File: config.mk
export PLATFORM = sky130hd
export DESIGN_NAME = meas_ctrl
export DESIGN_NICKNAME = d
export VERILOG_FILES = /design/src/include/meas_ctrl_pkg.sv /design/src/logic/meas_ctrl.sv /design/src/logic/edge_detect.sv
export SDC_FILE = /design/constraint.sdc
export NUM_CORES = 1
export LEC_CHECK = 0
export ABC_AREA = 1
export ABC_CLOCK_PERIOD_IN_PS = 1300
export BUFFER_PORTS_ARGS = -buffer_cell sky130_fd_sc_hd__buf_2
export CAP_MARGIN = 40
export CORE_ASPECT_RATIO = 1.1
export CORE_UTILIZATION = 46
export DETAILED_ROUTE_END_ITERATION = 6
export PLACE_DENSITY = 0.88
export SKIP_CTS_REPAIR_TIMING = 1
export SLEW_MARGIN = 20
export SYNTH_ARGS = -nofsm -noshare
export SYNTH_HDL_FRONTEND = slang
export SYNTH_SLANG_ARGS = --single-unit
File: constraint.sdc
create_clock -name clk -period 1.3 [get_ports clk]
set_input_delay 0.26 -clock clk [delete_from_list [all_inputs] [get_ports clk]]
set_output_delay 0.26 -clock clk [all_outputs]
set_load 0.01 [all_outputs]
File: src/include/meas_ctrl_pkg.sv
package meas_ctrl_pkg;

    // ------------------------------------------------------------------
    // command bit positions in the edge-detected command vector
    // ------------------------------------------------------------------
    localparam int CMD_W          = 7;
    localparam int CMD_LOW_LOAD   = 0;
    localparam int CMD_HIGH_LOAD  = 1;
    localparam int CMD_REFR_LOAD  = 2;
    localparam int CMD_STS_RESET  = 3;
    localparam int CMD_FUNC_CHG   = 4;
    localparam int CMD_RST_ACK    = 5;
    localparam int CMD_ERR_ACK    = 6;

    // ------------------------------------------------------------------
    // output-zero function byte layout and reset values
    // ------------------------------------------------------------------
    localparam int        FUNC_CMP_LSB   = 0;
    localparam logic [1:0] CMP_NONE      = 2'h0;
    localparam logic [7:0] FUNC_RST      = 8'h00;
    localparam logic [31:0] LIMIT_RST    = 32'h0000_0000;
    localparam logic [15:0] REFR_RST     = 16'h0000;
    localparam logic [7:0] ERR_CODE_RST  = 8'h00;

    // host control area
    typedef struct packed {
        logic [31:0] low_limit;
        logic [31:0] high_limit;
        logic [15:0] refresh_time;
        logic [7:0]  output_zero_function;
        logic        output_zero_function_change;
        logic        status_flags_reset;
        logic        refresh_time_load;
        logic        high_limit_load;
        logic        low_limit_load;
        logic        output_zero_enable;
        logic        output_one_enable;
        logic        output_zero_force;
        logic        output_one_force;
        logic        software_gate;
        logic        internal_gate_stop;
        logic        restart_acknowledge;
        logic        operator_error_acknowledge;
    } ctrl_t;

    // events reported by the counting core
    typedef struct packed {
        logic       overflow;
        logic       underflow;
        logic       measurement_end;
        logic       operator_error;
        logic [7:0] error_code;
        logic       compare_zero;
        logic       compare_one;
        logic       output_one_inactive;
    } event_t;

    // checkback state
    typedef struct packed {
        logic        restart_request_flag;
        logic        restart_ack_done_flag;
        logic        operator_error_flag;
        logic [7:0]  error_code;
        logic        overflow_flag;
        logic        underflow_flag;
        logic        measurement_end_flag;
        logic        software_gate_open;
        logic        internal_gate_open;
        logic        digital_output_zero;
        logic        digital_output_one;
    } status_t;

    // values handed to the counting core
    typedef struct packed {
        logic [31:0] low_limit;
        logic [31:0] high_limit;
        logic [15:0] refresh_time;
        logic [7:0]  output_zero_function;
    } values_t;

endpackage

File: src/logic/meas_ctrl.sv
`timescale 1ns/1ns
`default_nettype none

// Overview of operation
// RL1: on function change request, latch control byte 0 as output-zero function.
// RL2: host rewrites old function values to discard pending changes.
// RL3: output zero is driven only while its enable bit is set.
// RL4: output one is driven only while its enable bit is set.
// RL5: general gate stop closes the internal counting gate.
// RL6: low-limit load bit loads the supplied low limit.
// RL7: after restart, ignore all control and data until acknowledge is set.
// RL8: host sets acknowledge on request with done clear, clears it after.
// RL9: error acknowledge acknowledges error; reported error details become invalid.
// RL10: host reads error details before acknowledging.
// RL11: status reset clears overflow, underflow and measurement-end flags.
// RL12: output zero follows force bit when reaction inactive and enabled.
// RL13: output one follows force bit when reaction inactive and enabled.
// RL14: software gate opens while its bit is set, closes when cleared.
// RL15: high-limit load bit loads the supplied high limit.
// RL16: refresh-time load bit loads the supplied refresh interval.
// RL17: host never sets load bits together with function change bit.
// RL18: restart request clears on acknowledge rising edge; commands then accepted.
// RL19: no new errors while error flag set; flag clears when ack cleared.
// RL20: each newly set load or reset bit acts once per setting.
module meas_ctrl (
    // clock and reset
    input  wire logic                  clk,
    input  wire logic                  rst_n,
    // host control area
    input  wire meas_ctrl_pkg::ctrl_t  ctrl,
    // events from the counting core
    input  wire meas_ctrl_pkg::event_t evt,
    // checkback state and loaded values
    output meas_ctrl_pkg::status_t     status,
    output meas_ctrl_pkg::values_t     values
);

    // ------------------------------------------------------------------
    // command edges
    // ------------------------------------------------------------------
    logic [meas_ctrl_pkg::CMD_W-1:0] cmd_lvl;
    logic [meas_ctrl_pkg::CMD_W-1:0] cmd_rise;
    logic [meas_ctrl_pkg::CMD_W-1:0] cmd_fall;

    // pack the one-shot command bits for edge detection
    always_comb begin
        cmd_lvl = '0;
        cmd_lvl[meas_ctrl_pkg::CMD_LOW_LOAD]  = ctrl.low_limit_load;
        cmd_lvl[meas_ctrl_pkg::CMD_HIGH_LOAD] = ctrl.high_limit_load;
        cmd_lvl[meas_ctrl_pkg::CMD_REFR_LOAD] = ctrl.refresh_time_load;
        cmd_lvl[meas_ctrl_pkg::CMD_STS_RESET] = ctrl.status_flags_reset;
        cmd_lvl[meas_ctrl_pkg::CMD_FUNC_CHG]  =
            ctrl.output_zero_function_change;
        cmd_lvl[meas_ctrl_pkg::CMD_RST_ACK]   = ctrl.restart_acknowledge;
        cmd_lvl[meas_ctrl_pkg::CMD_ERR_ACK]   =
            ctrl.operator_error_acknowledge;
    end

    edge_detect #(
        .W     (meas_ctrl_pkg::CMD_W)
    ) u_cmd_edge (
        .clk   (clk),
        .rst_n (rst_n),
        .level (cmd_lvl),
        .rise  (cmd_rise),
        .fall  (cmd_fall)
    );

    // ------------------------------------------------------------------
    // state
    // ------------------------------------------------------------------
    meas_ctrl_pkg::status_t st_r;
    meas_ctrl_pkg::status_t st_nxt;
    meas_ctrl_pkg::values_t val_r;
    meas_ctrl_pkg::values_t val_nxt;
    logic                   err_acked_r;
    logic                   err_acked_nxt;
    logic                   accept;
    logic                   out0_inactive;

    // commands count only once the restart handshake is done
    assign accept = st_r.restart_ack_done_flag; // see RL7
    assign out0_inactive =
        val_r.output_zero_function[meas_ctrl_pkg::FUNC_CMP_LSB +: 2]
        == meas_ctrl_pkg::CMP_NONE;

    // restart handshake
    always_comb begin
        st_nxt = st_r;
        if (st_r.restart_request_flag &&
            cmd_rise[meas_ctrl_pkg::CMD_RST_ACK]) begin
            st_nxt.restart_request_flag  = 1'b0; // see RL18
            st_nxt.restart_ack_done_flag = 1'b1;
        end
        // status flags: a core event wins over a same-cycle reset
        if (accept && cmd_rise[meas_ctrl_pkg::CMD_STS_RESET]) begin
            st_nxt.overflow_flag        = 1'b0; // see RL11
            st_nxt.underflow_flag       = 1'b0;
            st_nxt.measurement_end_flag = 1'b0;
        end
        if (evt.overflow) begin
            st_nxt.overflow_flag = 1'b1;
        end
        if (evt.underflow) begin
            st_nxt.underflow_flag = 1'b1;
        end
        if (evt.measurement_end) begin
            st_nxt.measurement_end_flag = 1'b1;
        end
        // operator error: ack invalidates details, release clears flag
        if (st_r.operator_error_flag && err_acked_r &&
            cmd_fall[meas_ctrl_pkg::CMD_ERR_ACK]) begin
            st_nxt.operator_error_flag = 1'b0; // see RL19
        end
        if (accept && st_r.operator_error_flag &&
            cmd_rise[meas_ctrl_pkg::CMD_ERR_ACK]) begin
            st_nxt.error_code = meas_ctrl_pkg::ERR_CODE_RST; // see RL9
        end
        if (accept && evt.operator_error && !st_r.operator_error_flag) begin
            st_nxt.operator_error_flag = 1'b1; // see RL19
            st_nxt.error_code          = evt.error_code;
        end
        // gates: frozen closed until accepted
        st_nxt.software_gate_open = accept && ctrl.software_gate; // see RL14
        st_nxt.internal_gate_open = accept && ctrl.software_gate &&
                                    !ctrl.internal_gate_stop; // see RL5
        // outputs
        if (!accept || !ctrl.output_zero_enable) begin
            st_nxt.digital_output_zero = 1'b0; // see RL3
        end else if (out0_inactive) begin
            st_nxt.digital_output_zero = ctrl.output_zero_force; // see RL12
        end else begin
            st_nxt.digital_output_zero = evt.compare_zero;
        end
        if (!accept || !ctrl.output_one_enable) begin
            st_nxt.digital_output_one = 1'b0; // see RL4
        end else if (evt.output_one_inactive) begin
            st_nxt.digital_output_one = ctrl.output_one_force; // see RL13
        end else begin
            st_nxt.digital_output_one = evt.compare_one;
        end
    end

    // acknowledge seen while the error flag stood
    always_comb begin
        err_acked_nxt = err_acked_r;
        if (!st_r.operator_error_flag) begin
            err_acked_nxt = 1'b0;
        end else if (accept && cmd_rise[meas_ctrl_pkg::CMD_ERR_ACK]) begin
            err_acked_nxt = 1'b1;
        end
    end

    // value loads, one per newly set bit
    always_comb begin
        val_nxt = val_r;
        if (accept && cmd_rise[meas_ctrl_pkg::CMD_LOW_LOAD]) begin
            val_nxt.low_limit = ctrl.low_limit; // see RL6, RL20
        end
        if (accept && cmd_rise[meas_ctrl_pkg::CMD_HIGH_LOAD]) begin
            val_nxt.high_limit = ctrl.high_limit; // see RL15
        end
        if (accept && cmd_rise[meas_ctrl_pkg::CMD_REFR_LOAD]) begin
            val_nxt.refresh_time = ctrl.refresh_time; // see RL16
        end
        if (accept && cmd_rise[meas_ctrl_pkg::CMD_FUNC_CHG]) begin
            val_nxt.output_zero_function = ctrl.output_zero_function; // see RL1
        end
    end

    // register everything; restart raises the request flag
    always_ff @(posedge clk) begin
        if (!rst_n) begin
            st_r                       <= '0;
            st_r.restart_request_flag  <= 1'b1;
            st_r.error_code            <= meas_ctrl_pkg::ERR_CODE_RST;
            val_r.low_limit            <= meas_ctrl_pkg::LIMIT_RST;
            val_r.high_limit           <= meas_ctrl_pkg::LIMIT_RST;
            val_r.refresh_time         <= meas_ctrl_pkg::REFR_RST;
            val_r.output_zero_function <= meas_ctrl_pkg::FUNC_RST;
            err_acked_r                <= 1'b0;
        end else begin
            st_r        <= st_nxt;
            val_r       <= val_nxt;
            err_acked_r <= err_acked_nxt;
        end
    end

    assign status = st_r;
    assign values = val_r;
endmodule

`default_nettype wire

File: src/logic/edge_detect.sv
`timescale 1ns/1ns
`default_nettype none

module edge_detect #(
    parameter int W = 1
) (
    // clock and reset
    input  wire logic         clk,
    input  wire logic         rst_n,
    // level in, one-cycle edges out
    input  wire logic [W-1:0] level,
    output logic      [W-1:0] rise,
    output logic      [W-1:0] fall
);

    logic [W-1:0] prev_r;
    logic [W-1:0] prev_nxt;

    // previous level tracked always so a held bit counts once
    always_comb begin
        prev_nxt = level;
    end

    always_ff @(posedge clk) begin
        if (!rst_n) begin
            prev_r <= '0;
        end else begin
            prev_r <= prev_nxt;
        end
    end

    assign rise = level & ~prev_r;
    assign fall = ~level & prev_r;

endmodule

`default_nettype wire

==> out/results.tsv <==
metric	value	unit
postSynthRegisterBits	114	
number_of_global_route_vias_before_repair	4038	
synth_top_cell_by_area	sky130_fd_sc_hd__dfxtp_1	
dominantRegCellSynth	sky130_fd_sc_hd__dfxtp_1	
number_of_synthesized_flops_with_an_enable_pin	0	
hold_depth	3	
synth_cell_types	15	
maximum_achievable_frequency	0.739	GHz
ys_top_cells_by_count	218 x sky130_fd_sc_hd__nand2_1, 179 x sky130_fd_sc_hd__nor2_1, 119 x sky130_fd_sc_hd__inv_1, 114 x sky130_fd_sc_hd__dfxtp_1, 16 x sky130_fd_sc_hd__nand3_1	
chipHeight	107	um
drt_iter0_markers	242	
slew_headroom	77.0	%
num_rows	38	
cp-start-kind	flop	
hold-worst-slack	-0.00829	ns
wire_length_on_met3	639	um
rsz0062_at_grt	yes	
finalNonFillerCells	1123	
reg2reg_depth	4	
final.min_clock_period	1.35	ns
antenna_found_initial	0	
maxCapViolCount	0	
maximum_number_of_pins_on_one_net_before_global_route_repair	49	
fin_crit_sh	104	%
worst_ep_required_time	1.04	ns
tritoncts_num_sinks	114	
detail_route.wirelength	13400	um
finalNetCount	1110	
postSynthNetCount	809	
setup_ws	-0.0527	ns
status	finished, violations left	
floorplan.core_area	0.00979	mm^2
synth_seq_area_share	49.4	%
hold-path-endpoint	values[23]	
synth.most_common_cell	sky130_fd_sc_hd__nand2_1	
worst-r2r-setup-slack	0.04	ns
finalClockSkew	0.0116	ns
worst_slew_pin_tran	0.344	ns
slew_violations	0	
asyncSetResetFlopFracSynth	0	%
synth_area	0.00462	mm^2
largest_fanout_of_any_net_on_the_critical_path	5	
routed-via-count	4959	
cts_made_buffers	17	
route.detailed.wl_per_inst	11.9	um
ctsHtreeMaxLevel	4	
power_per_cell_area	1340	mW/mm^2
synthToLayoutAreaGrowth	56.8	%
p_leak	4.27	nW
irDropWorstVdd	0.000913	V
syn_inst	691	
first_pass_iters	4	
post-route-drc-count	0	
critical_path_arrival	1.09	ns
place.gp.congestion	0.779	
setup.worst_path.class	reg -> out	
portBuffers	223	
clkLatencyLatePin	0.49	ns
synth_largest_type_area_fraction	49.4	%
top_level_ports	224	
hold_viol	6	
topRoutingLayerUsed	met4	
insertedDiodeCount	0	
globalRouteOverflowTotal	0	
report.power.total	9.74	mW
r2r_start	accept	
clockRootBuffer	sky130_fd_sc_hd__clkbuf_8	
ys.warnings.count	0	
min_path_type	in -> reg	
fraction_of_layout_instances_using_a_drive_strength_above_1	27.6	%
die_width	97.6	um
die-area	0.0105	mm^2
grt_first_pass_wirelength	17800	um
detailroute.wirelength.met2	7280	um
critPathCaptureType	output pin	
yosys-top-cells-area	sky130_fd_sc_hd__dfxtp_1 49%, sky130_fd_sc_hd__nand2_1 18%, sky130_fd_sc_hd__nor2_1 15%	
worst_hold_startpoint	ctrl[36]	
violations	negative hold slack, negative setup slack	
timing.rr.end	values[12]	
post_syn_area_per_cell	6.69	um^2
detail-route-antenna-nets	0	
dp_hpwl	7750	um
drt-met1-wl	5150	um
dp_cells	1017	
drt-vias-per-instance	4.42	
cts_buffer_depth	2	
clkTransAtPathRegs	0.06	ns
grtUsageTotal	21.1	%
initial_utilization	47.2	%
tritoncts	yes	
setup_total_negative_slack	-0.0527	ns
finalSetupViolCount	1	
[worst max path at each step]
| stage | startpoint | endpoint | slack, ns |
|---|---|---|---|
| after CTS | accept | status[16] | -0.20 |
| after global routing | accept | status[16] | -0.09 |
| after floorplan | accept | values[25] | 0.25 |
| after global placement | accept | values[23] | 0.10 |
| after detailed placement | accept | values[13] | 0.06 |
| final | accept | status[16] | -0.05 |
[cell families (layout without fill, tap and decap cells)]
logic type | count (synthesis) | count (layout) | synth area share (%)
DFF | 114 | 114 | 49.4
and+or+nand+nor | 419 | 420 | 35.9
AOI/OAI and AO/OA | 9 | 9 | 0.975
buffers and inverters | 149 | 460 | 13.8
[power by group]
group	internal, mW	switching (mW)
clock	3.05	1.55
combinational	0.637	0.696
sequential	3.71	0.103
total	7.39	2.35
[cell type report]
cell class / instances / area, um^2
tap: 120 / 150
clock inverter: 9 / 131
fill: 696 / 2550
clock buffer: 21 / 459
timing repair buffer: 311 / 2050
multi-input combinational: 429 / 1720
inverter: 119 / 447
sequential: 114 / 2290
[flip-flops by register name, indices dropped and copies added (netlist names)]
name / cells
values: 88
status: 17
err_acked_r: 1
u_cmd_edge.prev_r: 7
accept: 1
[critical path, cell delays in order, from the launching register on]
cell and delay [ns]:
sky130_fd_sc_hd__dfxtp_4 0.36, sky130_fd_sc_hd__buf_6 0.13, sky130_fd_sc_hd__buf_6 0.11
[per-layer routing]
layer	vias up	GRT usage (%)
met5	-	0
li1	2580	-
met1	2177	23.3
met2	172	37.4
met4	0	9.35
met3	30	6.58
[stage by stage]
step	worst slack [ns]	hold slack (ns)	util (%)	cell area, um^2
2_1_floorplan	0.248	0.339	-	4620
3_3_place_gp	0.103	0.426	60.0	5870
3_5_place_dp	0.0572	0.438	60.0	5870
4_1_cts	-0.195	-0.0898	66.0	6460
5_1_grt	-0.0913	-0.00230	74.0	7240
6_report	-0.0527	-0.00829	74.0	7240
[placed cells by master (no fill, tap or decap)]
master	synthesis	layout
sky130_fd_sc_hd__a21oi_1	7	7
sky130_fd_sc_hd__clkbuf_16	0	16
sky130_fd_sc_hd__o21ai_0	2	2
sky130_fd_sc_hd__nor2_4	1	1
sky130_fd_sc_hd__nand2_1	218	218
sky130_fd_sc_hd__clkbuf_1	6	1
sky130_fd_sc_hd__dfxtp_2	0	3
sky130_fd_sc_hd__buf_2	14	221
sky130_fd_sc_hd__dfxtp_4	0	1
sky130_fd_sc_hd__bufinv_16	0	3
sky130_fd_sc_hd__clkinv_2	0	2
sky130_fd_sc_hd__buf_12	0	6
sky130_fd_sc_hd__clkinv_4	0	1
sky130_fd_sc_hd__buf_4	2	8
sky130_fd_sc_hd__dlygate4sd3_1	0	74
sky130_fd_sc_hd__nand3_2	0	2
sky130_fd_sc_hd__nand3_4	4	4
sky130_fd_sc_hd__nor3_1	1	1
sky130_fd_sc_hd__clkinvlp_4	0	3
sky130_fd_sc_hd__clkbuf_8	0	4
sky130_fd_sc_hd__buf_6	7	2
sky130_fd_sc_hd__dfxtp_1	114	110
sky130_fd_sc_hd__nand3_1	16	15
sky130_fd_sc_hd__nor2_1	179	179
sky130_fd_sc_hd__inv_1	119	119
(Power assumes the default switching activity.)
